File: config.mk
export PLATFORM = sky130hd
export DESIGN_NAME = ecb_config_bytes
export DESIGN_NICKNAME = d
export VERILOG_FILES = /design/src/hdl/ecb_pkg.sv /design/src/hdl/ecb_config_bytes.sv
export SDC_FILE = /design/constraint.sdc
export NUM_CORES = 1
export LEC_CHECK = 0
export ABC_CLOCK_PERIOD_IN_PS = 1900
export BUFFER_PORTS_ARGS = -buffer_cell sky130_fd_sc_hd__buf_2
export CAP_MARGIN = 5
export CELL_PAD_IN_SITES_DETAIL_PLACEMENT = 1
export CELL_PAD_IN_SITES_GLOBAL_PLACEMENT = 1
export CORE_MARGIN = 2
export CORE_UTILIZATION = 27
export CTS_CLUSTER_DIAMETER = 80
export CTS_CLUSTER_SIZE = 25
export DETAILED_ROUTE_END_ITERATION = 10
export MAX_ROUTING_LAYER = met4
export PLACE_DENSITY = 0.88
export SKIP_LAST_GASP = 1
export SLEW_MARGIN = 20
export SYNTH_ARGS = -nofsm -noshare
export SYNTH_HDL_FRONTEND = slang
export SYNTH_SLANG_ARGS = --single-unit
File: constraint.sdc
create_clock -name clk -period 1.9 [get_ports clk]
set_input_delay 0.285 -clock clk [delete_from_list [all_inputs] [get_ports clk]]
set_output_delay 0.285 -clock clk [all_outputs]
set_load 0.1 [all_outputs]
File: src/hdl/ecb_pkg.sv
// Purpose : shared constants for the extended configuration byte block
// Assumes : byte indices as seen by switch, extended read and protected-area requests
// Notes   : byte offsets, field bit positions, the byte reset value and message codes live here
package ecb_pkg;

    // ==========================================================
    // extended byte indices
    localparam logic [8:0] ECB_IDX_FENCE_CTRL   = 9'h01F;
    localparam logic [8:0] ECB_IDX_FLUSH_CTRL   = 9'h020;
    localparam logic [8:0] ECB_IDX_BG_CTRL      = 9'h0A3;
    localparam logic [8:0] ECB_IDX_USER_PROT    = 9'h0AB;
    localparam logic [8:0] ECB_IDX_BOOT_PROT    = 9'h0AD;
    localparam logic [8:0] ECB_IDX_BOOT_PROT_ST = 9'h0AE;
    localparam logic [8:0] ECB_IDX_PROT_INFO    = 9'h0D3;
    localparam logic [8:0] ECB_IDX_FLUSH_POLICY = 9'h0F0;
    localparam logic [8:0] ECB_IDX_FENCE_CAP    = 9'h1E6;

    // ==========================================================
    // authenticated configuration area byte addresses
    localparam logic [7:0] ECB_AREA_MODE_SEL    = 8'h01;
    localparam logic [7:0] ECB_AREA_UPD_MASK    = 8'h02;

    // ==========================================================
    // field positions
    localparam int ECB_BIT_FLUSH     = 0;
    localparam int ECB_BIT_FENCE     = 1;
    localparam int ECB_BIT_FENCE_EN  = 0;
    localparam int ECB_BIT_BG_HOST   = 0;
    localparam int ECB_BIT_BG_AUTO   = 1;
    localparam int ECB_BIT_PROT_SUP  = 0;
    localparam int ECB_BIT_PROT_MODE = 1;
    localparam int ECB_BIT_MODE_ON   = 0;
    localparam int ECB_BIT_UPD_ALLOW = 0;

    // ==========================================================
    // fixed read-only values and reset values
    localparam logic [7:0] ECB_FENCE_CAP_VAL    = 8'h01;
    localparam logic [7:0] ECB_FLUSH_POLICY_VAL = 8'h01;
    localparam logic       ECB_PROT_SUP_VAL     = 1'b1;
    localparam logic [7:0] ECB_BYTE_RST         = 8'h00;

    // ==========================================================
    // protected-partition message types
    localparam logic [15:0] ECB_MSG_CFG_WR_REQ  = 16'h0006;
    localparam logic [15:0] ECB_MSG_CFG_RD_REQ  = 16'h0007;
    localparam logic [15:0] ECB_MSG_CFG_WR_RSP  = 16'h0600;
    localparam logic [15:0] ECB_MSG_CFG_RD_RSP  = 16'h0700;

    // cache flush engine states
    typedef enum logic [0:0] {
        ECB_FL_IDLE,
        ECB_FL_BUSY
    } ecb_flush_state_type;

endpackage

File: src/hdl/ecb_config_bytes.sv
// Purpose : extended configuration bytes for cache fence, flush, background work
//           and secure write-protection mode with its authenticated area
// Assumes : message authentication is checked outside; rpmb_auth_ok qualifies requests
// Notes   : protection bytes themselves are held outside; this block only gates them
// ==========================================================
// Overview of operation
// - fence capability byte 486 reads 0x01, fence supported.
// - fence holds later requests until all earlier cached writes are committed.
// - writing one to flush bit starts a full cache flush.
// - fence and flush bits read zero after reset; bits 7..2 reserved.
// - byte 31 bit 0 turns the fence mechanism on or off.
// - flush policy byte 240 reads 0x01, first-in first-out flushing.
// - byte 163 bit 1 clear forbids idle background work; set permits it.
// - protect mode info byte 211 bit 0 reads one, secure mode supported.
// - protect mode info bit 1 mirrors the protect mode select bit.
// - in secure mode, protection byte updates need the allow bit set.
// - mask and mode select bytes change only by authenticated configuration write.
// - authenticated configuration read returns the mode select byte.
// - area is 256 bytes: mode select at 1, mask at 2, rest reserved.
// - changing protect mode leaves existing protections untouched.
// - mode select bit 0 clear means legacy protection updates by both commands.
// - mode select resets to 0x0, starting in legacy protection.
// - no command queue commands or registers exist here.
// - blocked updates give switch error or generic error for the protect command.
// - config write/read types 0x0006/0x0007; answers 0x0600 and read response.
module ecb_config_bytes
    import ecb_pkg::*;
(
    // clock and reset
    input  wire logic        clk,
    input  wire logic        nrst,
    // extended byte write (switch) and read
    input  wire logic        ext_wr_en,
    input  wire logic [8:0]  ext_wr_idx,
    input  wire logic [7:0]  ext_wr_data,
    input  wire logic        ext_rd_en,
    input  wire logic [8:0]  ext_rd_idx,
    output logic      [7:0]  ext_rd_data,
    output logic             ext_rd_valid,
    // protection byte and protect-bit command gating
    input  wire logic        prot_csd_req,
    output logic             prot_wr_accept,
    output logic             prot_csd_accept,
    output logic             switch_error,
    output logic             generic_error,
    // authenticated configuration requests
    input  wire logic        rpmb_req_valid,
    input  wire logic        rpmb_auth_ok,
    input  wire logic [15:0] rpmb_req_type,
    input  wire logic [7:0]  rpmb_req_addr,
    input  wire logic [7:0]  rpmb_req_data,
    output logic             rpmb_rsp_valid,
    output logic      [15:0] rpmb_rsp_type,
    output logic      [7:0]  rpmb_rsp_data,
    // cache and media side
    input  wire logic        flush_done,
    output logic             flush_start,
    output logic             flush_busy,
    output logic             hold_requests,
    // background maintenance and secure mode status
    input  wire logic        dev_idle,
    output logic             bg_allowed,
    output logic             host_kickoff_en,
    output logic             secure_mode
);

    // ==========================================================
    // state
    logic [7:0]          fence_ctrl_r;
    logic [7:0]          flush_ctrl_r;
    logic [7:0]          bg_ctrl_r;
    logic [7:0]          mode_sel_r;
    logic [7:0]          upd_mask_r;
    ecb_flush_state_type fl_state_r;
    logic                fence_pend_r;

    logic wr_fence;
    logic wr_flush;
    logic wr_bg;
    logic wr_prot;
    logic prot_open;
    logic cfg_wr;
    logic cfg_rd;

    // protection bytes that the secure mode guards
    function automatic logic is_prot_idx(input logic [8:0] idx);
        is_prot_idx = (idx == ECB_IDX_USER_PROT) || (idx == ECB_IDX_BOOT_PROT)
                   || (idx == ECB_IDX_BOOT_PROT_ST);
    endfunction

    // write strobes per byte
    assign wr_fence = ext_wr_en && (ext_wr_idx == ECB_IDX_FENCE_CTRL);
    assign wr_flush = ext_wr_en && (ext_wr_idx == ECB_IDX_FLUSH_CTRL);
    assign wr_bg    = ext_wr_en && (ext_wr_idx == ECB_IDX_BG_CTRL);
    assign wr_prot  = ext_wr_en && is_prot_idx(ext_wr_idx);

    // legacy mode always open; secure mode open only with the allow bit
    assign secure_mode = mode_sel_r[ECB_BIT_MODE_ON];
    assign prot_open   = !secure_mode || upd_mask_r[ECB_BIT_UPD_ALLOW];

    // authenticated requests; other message types belong to another engine
    assign cfg_wr = rpmb_req_valid && rpmb_auth_ok && (rpmb_req_type == ECB_MSG_CFG_WR_REQ);
    assign cfg_rd = rpmb_req_valid && rpmb_auth_ok && (rpmb_req_type == ECB_MSG_CFG_RD_REQ);

    // ==========================================================
    // host-written control bytes; only defined bits are stored
    always_ff @(posedge clk or negedge nrst) begin
        if (!nrst) begin
            fence_ctrl_r <= ECB_BYTE_RST;
            bg_ctrl_r    <= ECB_BYTE_RST;
        end else begin
            if (wr_fence) begin
                fence_ctrl_r <= {7'h00, ext_wr_data[ECB_BIT_FENCE_EN]};
            end
            if (wr_bg) begin
                bg_ctrl_r <= {6'h00, ext_wr_data[1:0]};
            end
        end
    end

    // idle maintenance only when the host has permitted it
    assign bg_allowed      = bg_ctrl_r[ECB_BIT_BG_AUTO] && dev_idle;
    assign host_kickoff_en = bg_ctrl_r[ECB_BIT_BG_HOST];

    // ==========================================================
    // flush engine: bits stay set until the media reports the commit done,
    // and a write arriving while busy is dropped since the host sees busy
    always_ff @(posedge clk or negedge nrst) begin
        if (!nrst) begin
            fl_state_r   <= ECB_FL_IDLE;
            flush_ctrl_r <= ECB_BYTE_RST;
            fence_pend_r <= 1'b0;
            flush_start  <= 1'b0;
        end else begin
            flush_start <= 1'b0;
            case (fl_state_r)
                ECB_FL_IDLE: begin
                    if (wr_flush && (ext_wr_data[ECB_BIT_FLUSH]
                        || (ext_wr_data[ECB_BIT_FENCE] && fence_ctrl_r[ECB_BIT_FENCE_EN]))) begin
                        fl_state_r   <= ECB_FL_BUSY;
                        flush_start  <= 1'b1;
                        flush_ctrl_r <= {6'h00,
                            ext_wr_data[ECB_BIT_FENCE] && fence_ctrl_r[ECB_BIT_FENCE_EN],
                            ext_wr_data[ECB_BIT_FLUSH]};
                        fence_pend_r <= ext_wr_data[ECB_BIT_FENCE]
                                     && fence_ctrl_r[ECB_BIT_FENCE_EN];
                    end
                end
                ECB_FL_BUSY: begin
                    if (flush_done) begin
                        fl_state_r   <= ECB_FL_IDLE;
                        flush_ctrl_r <= ECB_BYTE_RST;
                        fence_pend_r <= 1'b0;
                    end
                end
                default: fl_state_r <= ECB_FL_IDLE;
            endcase
        end
    end

    assign flush_busy    = (fl_state_r == ECB_FL_BUSY);
    // later requests wait behind the fence until earlier data is committed
    assign hold_requests = fence_pend_r;

    // ==========================================================
    // authenticated area: only bit 0 of each byte is kept, the rest of the
    // 256 bytes is reserved and reads zero
    always_ff @(posedge clk or negedge nrst) begin
        if (!nrst) begin
            mode_sel_r <= ECB_BYTE_RST;
            upd_mask_r <= ECB_BYTE_RST;
        end else if (cfg_wr) begin
            if (rpmb_req_addr == ECB_AREA_MODE_SEL) begin
                mode_sel_r <= {7'h00, rpmb_req_data[ECB_BIT_MODE_ON]};
            end else if (rpmb_req_addr == ECB_AREA_UPD_MASK) begin
                upd_mask_r <= {7'h00, rpmb_req_data[ECB_BIT_UPD_ALLOW]};
            end
        end
    end

    // answers to authenticated requests, one cycle after the request
    always_ff @(posedge clk or negedge nrst) begin
        if (!nrst) begin
            rpmb_rsp_valid <= 1'b0;
            rpmb_rsp_type  <= 16'h0000;
            rpmb_rsp_data  <= ECB_BYTE_RST;
        end else begin
            rpmb_rsp_valid <= cfg_wr || cfg_rd;
            if (cfg_wr) begin
                rpmb_rsp_type <= ECB_MSG_CFG_WR_RSP;
                rpmb_rsp_data <= ECB_BYTE_RST;
            end else if (cfg_rd) begin
                rpmb_rsp_type <= ECB_MSG_CFG_RD_RSP;
                if (rpmb_req_addr == ECB_AREA_MODE_SEL) begin
                    rpmb_rsp_data <= mode_sel_r;
                end else if (rpmb_req_addr == ECB_AREA_UPD_MASK) begin
                    rpmb_rsp_data <= upd_mask_r;
                end else begin
                    rpmb_rsp_data <= ECB_BYTE_RST;
                end
            end
        end
    end

    // ==========================================================
    // protection update gating, answered one cycle after the command
    always_ff @(posedge clk or negedge nrst) begin
        if (!nrst) begin
            prot_wr_accept  <= 1'b0;
            prot_csd_accept <= 1'b0;
            switch_error    <= 1'b0;
            generic_error   <= 1'b0;
        end else begin
            prot_wr_accept  <= wr_prot && prot_open;
            switch_error    <= wr_prot && !prot_open;
            prot_csd_accept <= prot_csd_req && prot_open;
            generic_error   <= prot_csd_req && !prot_open;
        end
    end

    // ==========================================================
    // extended byte read; unknown indices, queue bytes included, read zero
    always_ff @(posedge clk or negedge nrst) begin
        if (!nrst) begin
            ext_rd_data  <= ECB_BYTE_RST;
            ext_rd_valid <= 1'b0;
        end else begin
            ext_rd_valid <= ext_rd_en;
            if (ext_rd_en) begin
                if (ext_rd_idx == ECB_IDX_FENCE_CAP) begin
                    ext_rd_data <= ECB_FENCE_CAP_VAL;
                end else if (ext_rd_idx == ECB_IDX_FLUSH_POLICY) begin
                    ext_rd_data <= ECB_FLUSH_POLICY_VAL;
                end else if (ext_rd_idx == ECB_IDX_PROT_INFO) begin
                    ext_rd_data <= {6'h00, secure_mode, ECB_PROT_SUP_VAL};
                end else if (ext_rd_idx == ECB_IDX_FENCE_CTRL) begin
                    ext_rd_data <= fence_ctrl_r;
                end else if (ext_rd_idx == ECB_IDX_FLUSH_CTRL) begin
                    ext_rd_data <= flush_ctrl_r;
                end else if (ext_rd_idx == ECB_IDX_BG_CTRL) begin
                    ext_rd_data <= bg_ctrl_r;
                end else begin
                    ext_rd_data <= ECB_BYTE_RST;
                end
            end
        end
    end
endmodule

== After elaboration in Yosys (flattened, before gate mapping) ==
Cells that the tools add are included.
Storage, ports and cells
  register bits after elaboration: 54
  latch bits: 0
  RAM bits: 0
  bits in read-only memories: 0
  input bits: 67
  output and inout port bits: 44
  word-level logic and storage cells: 84
  memories: 0
Cells by class
  add/sub/neg operators: 0
  multipliers: 0
  divide/modulo/power cells: 0
  order comparisons: 0
  equality and inequality tests: 18
  shifts and indexed selects: 0
  muxes and demuxes: 22
  bitwise gates (word level): 2
  reduce and logical (&&, ||, !) cells: 25
Operator list (number)
  8-bit two-way mux: 9
  9-bit by 8-bit equality test with 1-bit output (second input constant): 7
  16-bit by 3-bit equality test with 1-bit output (second input constant): 2
  16-bit two-way mux: 2
  9-bit by 5-bit equality test with 1-bit output (second input constant): 2
  9-bit by 6-bit equality test with 1-bit output (second input constant): 2
  8-bit case mux with 2 select lines: 1
  1-bit logical AND: 14
  9-bit equality test (second input constant): 1
  8-bit by 1-bit equality test with 1-bit output (second input constant): 1
  8-bit by 2-bit equality test with 1-bit output (second input constant): 1
  1-bit two-way mux: 7
  1-bit logical OR: 5
  2-bit inequality test (second input constant): 2
  1-bit case mux with 2 select lines: 2
  2-bit AND reduction: 2
  3-bit AND reduction: 1
  1-bit logical NOT: 2
  2-bit two-way mux: 1
  1-bit NOT: 2
  2-bit nonzero test: 1

== Depth between registers and ports, before layout ==
Gate-level depths: netlist of run 1.
  depth after elaboration: 7
  mapped depth: 4
  mapped depth without buffers: 4

== Worst setup path after synthesis of run 1 ==
Ideal clock, no wire load.
  kind: in2reg
  start point: in rpmb_req_addr[3]
  end point: reg mode_sel_r[0]
  data arrival time: 1748 ps
  required time: 1772 ps
  slack: 24 ps
  cell stages on the path: 4
  path buffers: 0
  cell sequence: or4_1 -> or4_1 -> nor4_1 -> mux2_1
On the way
  longest elaborated chain between the ends: 2
Ends and longest elaborated chain
  start, declared: RTL line ecb_config_bytes.sv:50  | input wire logic [7:0] rpmb_req_addr,
  8-bit by 1-bit equality test with 1-bit output: RTL line ecb_config_bytes.sv:173  | if (rpmb_req_addr == ECB_AREA_MODE_SEL) begin
  2-bit AND reduction (no line)
  end signal, assigned: RTL line ecb_config_bytes.sv:174  | mode_sel_r <= {7'h00, rpmb_req_data[ECB_BIT_MODE_ON]};
  end, declared: RTL line ecb_config_bytes.sv:72  | logic [7:0] mode_sel_r;
No other way between the ends.
A chain may end at the register's enable or synchronous reset.

== Final worst setup path of run 1 ==
Ends and elaborated chain as after synthesis.

==> impl_results.html, run 1 <==
<table>
<tr><th>Metric</th><th>Value</th></tr>
<tr><th colspan="2">Routing</th></tr>
<tr><td>Total Wirelength</td><td>between 3000 and 4000 µm</td></tr>
<tr><td>Total vias in the final route</td><td>around 1200</td></tr>
<tr><td>Average detailed-routed wire length per instance</td><td>between 10 and 15 µm</td></tr>
<tr><td>Number of DRC violations after detailed-routing iteration 0</td><td>between 40 and 50</td></tr>
<tr><td>Count of nets left with antenna violations after detail routing</td><td>0</td></tr>
<tr><td>First drt pass iteration count</td><td>2</td></tr>
<tr><td>Via-to-Cell Ratio</td><td>4.558</td></tr>
<tr><td>Post-route DRC</td><td>0</td></tr>
<tr><th colspan="2">Outcome</th></tr>
<tr><td>Run status</td><td>finished, final reports clean</td></tr>
<tr><th colspan="2">Final layout</th></tr>
<tr><td>Layout Area Growth over Synthesis</td><td>28.49%</td></tr>
<tr><td>Leading cell type in the layout, fill and taps excluded</td><td>sky130_fd_sc_hd__buf_2</td></tr>
<tr><td>Post-layout instance count excluding filler cells</td><td>258</td></tr>
<tr><td>Share of final-layout standard cells stronger than drive strength 1</td><td>0.4126</td></tr>
<tr><td>Summed area of non-filler cells in the final layout</td><td>~0.0016 mm²</td></tr>
<tr><td>Inserted Diodes</td><td>0</td></tr>
<tr><td>Most frequent cells in the layout</td><td>sky130_fd_sc_hd__buf_2 (71), sky130_fd_sc_hd__conb_1 (26), sky130_fd_sc_hd__dfrtp_1 (20)</td></tr>
<tr><td># nets final</td><td>around 280</td></tr>
<tr><th colspan="2">Floorplan</th></tr>
<tr><td>I/O pins</td><td>111</td></tr>
<tr><td>Initial Util</td><td>0.2866</td></tr>
<tr><td>Chip Height</td><td>between 70 and 80 µm</td></tr>
<tr><td>Full die area</td><td>between 0.005 and 0.006 mm²</td></tr>
<tr><td>Core region area</td><td>approximately 0.0044 mm²</td></tr>
<tr><td># rows</td><td>24</td></tr>
<tr><td>Floorplan die width</td><td>just over 70 µm</td></tr>
<tr><th colspan="2">Timing</th></tr>
<tr><td>Slew margin rel.</td><td>0.6336</td></tr>
<tr><td>Actual slew at the worst max-slew pin</td><td>between 0.5 and 0.6 ns</td></tr>
<tr><td>Final Hold Violating Endpoints</td><td>0</td></tr>
<tr><td>Share of the clock period used by the worst path after layout</td><td>0.9724</td></tr>
<tr><td>Final-report setup violation count</td><td>0</td></tr>
<tr><td>Post-layout min period</td><td>between 1.5 and 2 ns</td></tr>
<tr><td>Unrepaired setup endpoints after global routing</td><td>no</td></tr>
<tr><td>Maximum clock skew at final layout</td><td>about 0.0015 ns</td></tr>
<tr><td>Total count of max-transition violations in the final report</td><td>0</td></tr>
<tr><td>Achievable frequency</td><td>~0.54 GHz</td></tr>
<tr><th colspan="2">Placement</th></tr>
<tr><td>Final RePlAce weighted congestion</td><td>approximately 0.80</td></tr>
<tr><td>DP HPWL</td><td>slightly below 3000 µm</td></tr>
<tr><td>Post-detailed-placement cell area</td><td>around 0.0016 mm²</td></tr>
<tr><td>Total instance count after detailed placement</td><td>roughly 250</td></tr>
<tr><td>Total of buffers placed on input and output ports</td><td>71</td></tr>
<tr><th colspan="2">Power</th></tr>
<tr><td>Reported net switching power</td><td>approximately 450 µW</td></tr>
<tr><td>Clock network power share</td><td>0.251</td></tr>
<tr><td>Internal Power</td><td>between 600 and 700 µW</td></tr>
<tr><td>Share of total power consumed by net switching</td><td>0.4144</td></tr>
<tr><td>Power density over the cells</td><td>between 600 and 700 mW/mm²</td></tr>
<tr><td>Sequential Power Share</td><td>0.401</td></tr>
<tr><td>Static Leakage</td><td>a little under 0.0009 µW</td></tr>
<tr><td>Maximum VDD drop</td><td>between 0.2 and 0.3 mV</td></tr>
<tr><td>Combinational share of power</td><td>0.348</td></tr>
<tr><th colspan="2">GRT</th></tr>
<tr><td>Total global routing track utilization</td><td>0.1273</td></tr>
<tr><td>Via count of the first global-routing pass</td><td>about 1200</td></tr>
<tr><td>Global route total overflow</td><td>0</td></tr>
<tr><td>Largest net degree at the start of global routing</td><td>21</td></tr>
<tr><td>Initial antenna violation count</td><td>0</td></tr>
<tr><td>Global-route wire length before repair</td><td>about 5200 µm</td></tr>
<tr><th colspan="2">Worst hold path</th></tr>
<tr><td>HP Class</td><td>in -&gt; reg</td></tr>
<tr><th colspan="2">Flow run</th></tr>
<tr><td>Number of maximum-capacitance constraint violations</td><td>0</td></tr>
<tr><th colspan="2">Worst setup path</th></tr>
<tr><td>Data arrival at the endpoint of the critical path</td><td>around 2.0 ns</td></tr>
<tr><td>Sort of element at the start of the critical path</td><td>input pin</td></tr>
<tr><td>Critical-path maximum fanout</td><td>2</td></tr>
<tr><td>Critical path class</td><td>in -&gt; reg</td></tr>
<tr><td>Worst setup EP type</td><td>flop</td></tr>
<tr><td>Required time at the endpoint of the critical path</td><td>about 2.0 ns</td></tr>
<tr><th colspan="2">Clock tree</th></tr>
<tr><td>Clk Latency, worst-skew pair</td><td>0.25 ns</td></tr>
<tr><td>TritonCTS clock tree</td><td>yes</td></tr>
<tr><td>Number of gates given a new drive strength after cts</td><td>0</td></tr>
<tr><td># H-tree levels</td><td>1</td></tr>
<tr><td>Root buffer selected by CTS</td><td>sky130_fd_sc_hd__clkbuf_8</td></tr>
<tr><td>Number of buffers between clock root and the deepest sink</td><td>2</td></tr>
<tr><td>Number of clock buffers inserted by TritonCTS</td><td>3</td></tr>
<tr><td>Clock slew at reported path FFs</td><td>about 0.070 ns</td></tr>
<tr><td>Clock Sinks</td><td>20</td></tr>
<tr><th colspan="2">Yosys</th></tr>
<tr><td>Count of different cell masters after synthesis</td><td>37</td></tr>
<tr><td>Dominant cells by area after synthesis</td><td>sky130_fd_sc_hd__dfrtp_1 (39%), sky130_fd_sc_hd__buf_4 (16%), sky130_fd_sc_hd__mux2_2 (3.5%)</td></tr>
<tr><td>Number of warnings reported in the yosys synthesis log</td><td>0</td></tr>
<tr><td>Sequential area share after synthesis</td><td>0.3929</td></tr>
<tr><td>Top FF cell, synth</td><td>sky130_fd_sc_hd__dfrtp_1</td></tr>
<tr><td>Post-synth EDFFs</td><td>0</td></tr>
<tr><td>Proportion of netlist area held by the largest area contributor</td><td>0.3929</td></tr>
<tr><td>Fraction of registers with async set or reset after synthesis</td><td>1.000</td></tr>
<tr><td>Cells after synthesis</td><td>~130</td></tr>
<tr><td>Number of register bits inferred by synthesis</td><td>20</td></tr>
<tr><td>Average cell area after synthesis</td><td>roughly 9.6 µm²</td></tr>
<tr><td>Cell area after technology mapping</td><td>0.001274 mm²</td></tr>
<tr><td>Cell type contributing the most total cell area after synthesis</td><td>sky130_fd_sc_hd__dfrtp_1</td></tr>
</table>
==> worst max-delay path, stage by stage <==
cell	delay, ns
sky130_fd_sc_hd__buf_2	0.09
sky130_fd_sc_hd__or4_1	0.53
sky130_fd_sc_hd__or4_1	0.43
sky130_fd_sc_hd__nor4_1	0.29
sky130_fd_sc_hd__mux2_1	0.36
==> synth_stat cells (4+ instances only) <==
library cell               count
sky130_fd_sc_hd__nor4_1        6
sky130_fd_sc_hd__buf_4        27
sky130_fd_sc_hd__nor2_1        5
sky130_fd_sc_hd__nand2_1       9
sky130_fd_sc_hd__inv_1         5
sky130_fd_sc_hd__nor3_1        5
sky130_fd_sc_hd__mux2_2        4
sky130_fd_sc_hd__dfrtp_1      20
sky130_fd_sc_hd__nand4b_1      4
sky130_fd_sc_hd__or2_2         5
==> registers in the layout, summed over array words and instances (netlist names) <==
name / flops
switch_error: 1
ext_rd_valid: 1
prot_wr_accept: 1
fence_ctrl_r: 1
generic_error: 1
mode_sel_r: 1
rpmb_rsp_valid: 1
hold_requests: 1
upd_mask_r: 1
prot_csd_accept: 1
flush_ctrl_r: 1
bg_ctrl_r: 2
ext_rd_data: 2
rpmb_rsp_data: 1
rpmb_rsp_type: 2
flush_busy: 1
flush_start: 1
==> logic make-up after synthesis <==
family | Yosys count | share of synthesized area
AO/OA/AOI/OAI | 13 | 0.07564
XOR/XNOR | 1 | 0.006877
buffers and inverters | 32 | 0.1739
flip-flops | 20 | 0.3929
multiplexers | 9 | 0.07662
other | 1 | 0.002944
AND/OR/NAND/NOR | 57 | 0.2711
==> power groups by stage <==
stage	clock (µW)	sequential [µW]	combinational, µW
after global routing	299	435	396
after detailed placement	0	443	377
after global placement	0	442	370
final	272	434	377
after CTS	279	434	378
after floorplan	0	474	298
==> worst paths after layout <==
check	start	to	slack [ns]	depth (start not counted)
min in group asynchronous	nrst	rpmb_rsp_type[8]	0.51	2
setup / recovery	rpmb_req_addr[3]	mode_sel_r[0]	0.05	5
max in group asynchronous	nrst	flush_busy	1.08	2
setup reg to reg	upd_mask_r[0]	rpmb_rsp_data[0]	0.36	4
hold / removal	ext_rd_en	ext_rd_valid	0.17	1
hold reg to reg	rpmb_rsp_type[9]	rpmb_rsp_type[9]	0.49	1
==> per-layer routing <==
metal  wire length, µm  track usage  vias to the layer above  share of wire
met3               189      0.02348                        6          0.057
met4                48      0.02058                        0          0.014
met1              1274       0.1443                      550           0.38
met5                 0            -                        -              0
li1                  -            -                      572              -
met2              1801       0.2354                       48           0.54
==> stage by stage <==
stage | util | setup TNS (ns) | worst slack [ns] | hold slack, ns | power, µW
final | 0.3682 | 0 | 0.05246 | 0.1667 | 1084
after global routing | 0.3682 | 0 | 0.006888 | 0.1700 | 1131
after detailed placement | 0.3567 | -0.4085 | -0.2568 | 0.2701 | 819.7
after CTS | 0.3682 | 0 | 0.01175 | 0.1616 | 1092
after floorplan | - | 0 | 0.02404 | -0.01059 | 772.3
after global placement | 0.3567 | -0.2621 | -0.1362 | 0.2522 | 812.5
==> final cells by class <==
| type | instances | area [µm²] |
|---|---|---|
| Sequential cell | 20 | 500.5 |
| Timing Repair Buffer | 72 | 365.4 |
| Tap cell | 52 | 65.06 |
| Inverter | 5 | 18.77 |
| Multi-Input combinational cell | 106 | 645.6 |
| Fill cell | 553 | 2808 |
| Clock buffer | 3 | 41.29 |
==> timing repair <==
item | 4_1_cts | 5_1_grt
hold buffers | 1 | 0
buffers inserted | 0 | 0
hold endpoints to repair | 17 | 0
Power figures use the tool's default switching activity.
==> run 2: changes to the inputs <==
--- a/config.mk
+++ b/config.mk
@@ -5,18 +5,19 @@
 export SDC_FILE = /design/constraint.sdc
 export NUM_CORES = 1
 export LEC_CHECK = 0
+export ABC_AREA = 1
 export ABC_CLOCK_PERIOD_IN_PS = 1900
 export BUFFER_PORTS_ARGS = -buffer_cell sky130_fd_sc_hd__buf_2
 export CAP_MARGIN = 5
 export CELL_PAD_IN_SITES_DETAIL_PLACEMENT = 1
 export CELL_PAD_IN_SITES_GLOBAL_PLACEMENT = 1
 export CORE_MARGIN = 2
-export CORE_UTILIZATION = 27
+export CORE_UTILIZATION = 28
 export CTS_CLUSTER_DIAMETER = 80
 export CTS_CLUSTER_SIZE = 25
 export DETAILED_ROUTE_END_ITERATION = 10
 export MAX_ROUTING_LAYER = met4
-export PLACE_DENSITY = 0.88
+export PLACE_DENSITY = 0.9
 export SKIP_LAST_GASP = 1
 export SLEW_MARGIN = 20
 export SYNTH_ARGS = -nofsm -noshare
==> run 2 against run 1 <==
- via count up 35%
- clock skew fell by 0.00078 ns
- register-to-register slack improved by 0.38 ns
- worst hold slack improved by 0.023 ns
- first-iteration DRC count is 2.3% lower
- combinational power is 11% higher
- clock-buffer cell count did not move
- sequential cell count unchanged
- largest power group unchanged
- sequential share of layout area down 4.1 points
- critical path depth down 2
- critical endpoint is now bg_allowed
- sequential power is essentially flat
- die area is 13% higher
==> impl_results.html, run 2 <==
<table>
<tr><th>Metric</th><th>Value</th></tr>
<tr><th colspan="2">Outcome</th></tr>
<tr><td>Run status</td><td>finished, final reports clean</td></tr>
<tr><th colspan="2">Yosys</th></tr>
<tr><td>Dominant cells by area after synthesis</td><td>sky130_fd_sc_hd__dfrtp_1 (33%), sky130_fd_sc_hd__buf_4 (13%), sky130_fd_sc_hd__nor2_1 (11%)</td></tr>
<tr><td>Sequential area share after synthesis</td><td>0.3331</td></tr>
<tr><td>Number of register bits inferred by synthesis</td><td>20</td></tr>
<tr><td>Simple-gate area share of the yosys netlist</td><td>0.3722</td></tr>
<tr><td>Most frequent cells after synthesis</td><td>sky130_fd_sc_hd__nor2_1 (44), sky130_fd_sc_hd__nand2_1 (38), sky130_fd_sc_hd__inv_1 (37)</td></tr>
<tr><td>Cells after synthesis</td><td>roughly 230</td></tr>
<tr><td>Proportion of netlist area held by the largest area contributor</td><td>0.3331</td></tr>
<tr><td>Largest family of logic cells by synthesized area</td><td>simple AND/OR/NAND/NOR gates</td></tr>
<tr><td>Xor-xnor portion of the synthesized cell area</td><td>0</td></tr>
<tr><td>Average cell area after synthesis</td><td>about 6.7 µm²</td></tr>
<tr><td>Count of different cell masters after synthesis</td><td>23</td></tr>
<tr><td>Number of warnings reported in the yosys synthesis log</td><td>0</td></tr>
<tr><td>Most common cell in the netlist</td><td>sky130_fd_sc_hd__nor2_1</td></tr>
<tr><td>Top FF cell, synth</td><td>sky130_fd_sc_hd__dfrtp_1</td></tr>
<tr><td>Cell type contributing the most total cell area after synthesis</td><td>sky130_fd_sc_hd__dfrtp_1</td></tr>
<tr><td>Fraction of registers with async set or reset after synthesis</td><td>1.000</td></tr>
<tr><td>Cell area after technology mapping</td><td>around 0.0015 mm²</td></tr>
<tr><td>Area fraction in compound gates after synthesis</td><td>0.06245</td></tr>
<tr><td>Portion of netlist area occupied by mux cells</td><td>0</td></tr>
<tr><td>Post-Synth Adder-Cell Area</td><td>0</td></tr>
<tr><td>Post-synth EDFFs</td><td>0</td></tr>
<tr><th colspan="2">GRT</th></tr>
<tr><td>Initial antenna violation count</td><td>0</td></tr>
<tr><td>Via count of the first global-routing pass</td><td>about 1600</td></tr>
<tr><td>Global-route wire length before repair</td><td>a little under 7000 µm</td></tr>
<tr><td>Total global routing track utilization</td><td>0.1437</td></tr>
<tr><td>Global route total overflow</td><td>0</td></tr>
<tr><td>Largest net degree at the start of global routing</td><td>21</td></tr>
<tr><th colspan="2">Worst hold path</th></tr>
<tr><td>HP Class</td><td>in -&gt; reg</td></tr>
<tr><td>Hold Crit Depth</td><td>1</td></tr>
<tr><td>Worst-case hold path end point</td><td>ext_rd_valid</td></tr>
<tr><td>Beginning of the worst hold path</td><td>ext_rd_en</td></tr>
<tr><th colspan="2">Clock tree</th></tr>
<tr><td>Number of buffers between clock root and the deepest sink</td><td>2</td></tr>
<tr><td>Root buffer selected by CTS</td><td>sky130_fd_sc_hd__clkbuf_8</td></tr>
<tr><td>Clock slew at reported path FFs</td><td>around 0.070 ns</td></tr>
<tr><td># H-tree levels</td><td>1</td></tr>
<tr><td>Number of clock buffers inserted by TritonCTS</td><td>3</td></tr>
<tr><td>TritonCTS clock tree</td><td>yes</td></tr>
<tr><td>Clock Sinks</td><td>20</td></tr>
<tr><td>Clk Latency, worst-skew pair</td><td>between 0.2 and 0.3 ns</td></tr>
<tr><td>Post-CTS Setup Inserts</td><td>0</td></tr>
<tr><th colspan="2">Final layout</th></tr>
<tr><td>Leading cell type in the layout, fill and taps excluded</td><td>sky130_fd_sc_hd__buf_2</td></tr>
<tr><td>Share of final-layout standard cells stronger than drive strength 1</td><td>0.2987</td></tr>
<tr><td>Inserted Diodes</td><td>0</td></tr>
<tr><td>Footprint of the multi-input gates</td><td>about 750 µm²</td></tr>
<tr><td>Sequential Area</td><td>500.5 µm²</td></tr>
<tr><td>Biggest registers after layout</td><td>bg_ctrl_r: 2 flops, ext_rd_data: 2 flops, rpmb_rsp_type: 2 flops</td></tr>
<tr><td>Fraction of the core area covered by cells at the end of the flow</td><td>0.3673</td></tr>
<tr><td>Most frequent cells in the layout</td><td>sky130_fd_sc_hd__buf_2 (71), sky130_fd_sc_hd__nor2_1 (44), sky130_fd_sc_hd__nand2_1 (38)</td></tr>
<tr><td>Summed area of non-filler cells in the final layout</td><td>0.001888 mm²</td></tr>
<tr><td># nets final</td><td>367</td></tr>
<tr><td>Filler Cells Inserted</td><td>731</td></tr>
<tr><td>Layout Area Growth over Synthesis</td><td>25.65%</td></tr>
<tr><th colspan="2">Routing</th></tr>
<tr><td>Number of DRC violations after detailed-routing iteration 0</td><td>43</td></tr>
<tr><td>First drt pass iteration count</td><td>4</td></tr>
<tr><td>Count of nets left with antenna violations after detail routing</td><td>0</td></tr>
<tr><td>Via-to-Cell Ratio</td><td>approximately 4.3</td></tr>
<tr><td>Post-route DRC</td><td>0</td></tr>
<tr><td>Average detailed-routed wire length per instance</td><td>between 10 and 15 µm</td></tr>
<tr><td>Total vias in the final route</td><td>1593</td></tr>
<tr><td>Total Wirelength</td><td>4103 µm</td></tr>
<tr><th colspan="2">Placement</th></tr>
<tr><td>DP HPWL</td><td>3689 µm</td></tr>
<tr><td>Total of buffers placed on input and output ports</td><td>approximately 70</td></tr>
<tr><td>Placement Setup Slack</td><td>a little under 0.6 ns</td></tr>
<tr><td>Final RePlAce weighted congestion</td><td>0.8130</td></tr>
<tr><td>Post-detailed-placement cell area</td><td>between 0.0015 and 0.002 mm²</td></tr>
<tr><th colspan="2">Timing</th></tr>
<tr><td>Final setup slack of the worst path</td><td>around 0.4 ns</td></tr>
<tr><td>Final Hold Violating Endpoints</td><td>0</td></tr>
<tr><td>WHS</td><td>between 0.15 and 0.2 ns</td></tr>
<tr><td>TNS Setup</td><td>0 ns</td></tr>
<tr><td>Share of the clock period used by the worst path after layout</td><td>0.7840</td></tr>
<tr><td>Post-layout min period</td><td>approximately 1.5 ns</td></tr>
<tr><td>Unrepaired setup endpoints after global routing</td><td>no</td></tr>
<tr><td>Maximum clock skew at final layout</td><td>0.0006789 ns</td></tr>
<tr><td>Final-report setup violation count</td><td>0</td></tr>
<tr><td>Total count of max-transition violations in the final report</td><td>0</td></tr>
<tr><td>Achievable frequency</td><td>0.6713 GHz</td></tr>
<tr><th colspan="2">Flow run</th></tr>
<tr><td>Number of maximum-capacitance constraint violations</td><td>0</td></tr>
<tr><th colspan="2">Worst setup path</th></tr>
<tr><td>Required time at the endpoint of the critical path</td><td>about 1.6 ns</td></tr>
<tr><td>Worst r2r path cells</td><td>6</td></tr>
<tr><td>Worst setup EP type</td><td>output pin</td></tr>
<tr><td>Sort of element at the start of the critical path</td><td>flop</td></tr>
<tr><td>Data arrival at the endpoint of the critical path</td><td>1.20 ns</td></tr>
<tr><td>End of the worst register-to-register path</td><td>flush_ctrl_r[0]</td></tr>
<tr><td>Critical-path maximum fanout</td><td>3</td></tr>
<tr><td>Slack of the worst reg-to-reg path</td><td>0.74 ns</td></tr>
<tr><td>Critical register-to-register path startpoint</td><td>flush_busy</td></tr>
<tr><td>Critical path class</td><td>reg -&gt; out</td></tr>
<tr><th colspan="2">Floorplan</th></tr>
<tr><td>Initial Util</td><td>0.2924</td></tr>
<tr><td>Core region area</td><td>between 0.005 and 0.006 mm²</td></tr>
<tr><td>Full die area</td><td>approximately 0.0060 mm²</td></tr>
<tr><td>Chip Height</td><td>77.26 µm</td></tr>
<tr><td># rows</td><td>26</td></tr>
<tr><td>Floorplan die width</td><td>approximately 77 µm</td></tr>
<tr><td>I/O pins</td><td>111</td></tr>
<tr><th colspan="2">Power</th></tr>
<tr><td>Power density over the cells</td><td>roughly 600 mW/mm²</td></tr>
<tr><td>Static Leakage</td><td>between 0.001 and 0.0015 µW</td></tr>
<tr><td>Maximum VDD drop</td><td>roughly 0.34 mV</td></tr>
</table>
==> run 2: cell types whose count changed after synthesis, sizes merged, moves of 4 or more <==
cell    delta
nor2      +44
inv       +33
nand2     +31
nand3     +10
o21ai     +10
nand4      +8
mux2       -6
a21oi      +4
nand4b     -4
==> run 2: logic make-up (layout without fill, tap and decap cells) <==
kind of cell	Yosys count	after routing
and+or+nand+nor	121	121
other	1	26
DFF	20	20
buffers and inverters	65	113
AOI/OAI and AO/OA	18	18
==> run 2: through the flow <==
step                      power (µW)  cells
after CTS                       1142    368
after global placement         853.7    364
after detailed placement       862.7    364
final                           1124    368
after floorplan                806.2    250
after global routing            1177    368
==> run 2: how the worst max path moves through the flow <==
stage	start	to	slack (ns)	cells after the start
global placement	rpmb_req_addr[3]	mode_sel_r[0]	0.68	7
global route	bg_ctrl_r[1]	bg_allowed	0.35	3
finish	bg_ctrl_r[1]	bg_allowed	0.41	3
detailed placement	rpmb_req_type[6]	rpmb_rsp_type[8]	0.59	9
floorplan	mode_sel_r[0]	switch_error	0.26	4
CTS	bg_ctrl_r[1]	bg_allowed	0.40	3
==> run 2: final cells by class <==
cell class | instances | area share
Timing Repair Buffer | 72 | 0.1935
Tap cell | 70 | 0.04639
Multi-Input combinational cell | 165 | 0.3976
Sequential cell | 20 | 0.2651
Inverter | 38 | 0.07555
Clock buffer | 3 | 0.02187
==> run 2: routing by layer <==
layer	part of all wire	up-vias	track usage	wire (µm)
li1	-	794	-	-
met1	0.40	738	0.1568	1636
met2	0.53	53	0.2704	2192
met3	0.046	8	0.01765	187
met4	0.021	0	0.04286	87
met5	0	-	-	0
==> run 2: power by group <==
| group | leakage [µW] | switching, µW | internal [µW] | total [µW] |
|---|---|---|---|---|
| logic | 0.000818 | 351 | 67.9 | 419 |
| clock network | 0.0000216 | 128 | 141 | 269 |
| registers | 0.000262 | 4.18 | 432 | 436 |
| total | 0.00110 | 483 | 641 | 1120 |
==> run 2: critical path, stage by stage (launching register included) <==
cell and delay (ns):
sky130_fd_sc_hd__dfrtp_1 0.41, sky130_fd_sc_hd__nand2_1 0.07, sky130_fd_sc_hd__inv_1 0.05, sky130_fd_sc_hd__buf_2 0.41
==> run 2: repair_timing <==
item | in CTS | in global routing
hold buffers | 1 | 0
resized for setup | 0 | 0
hold endpoints to repair | 20 | 0
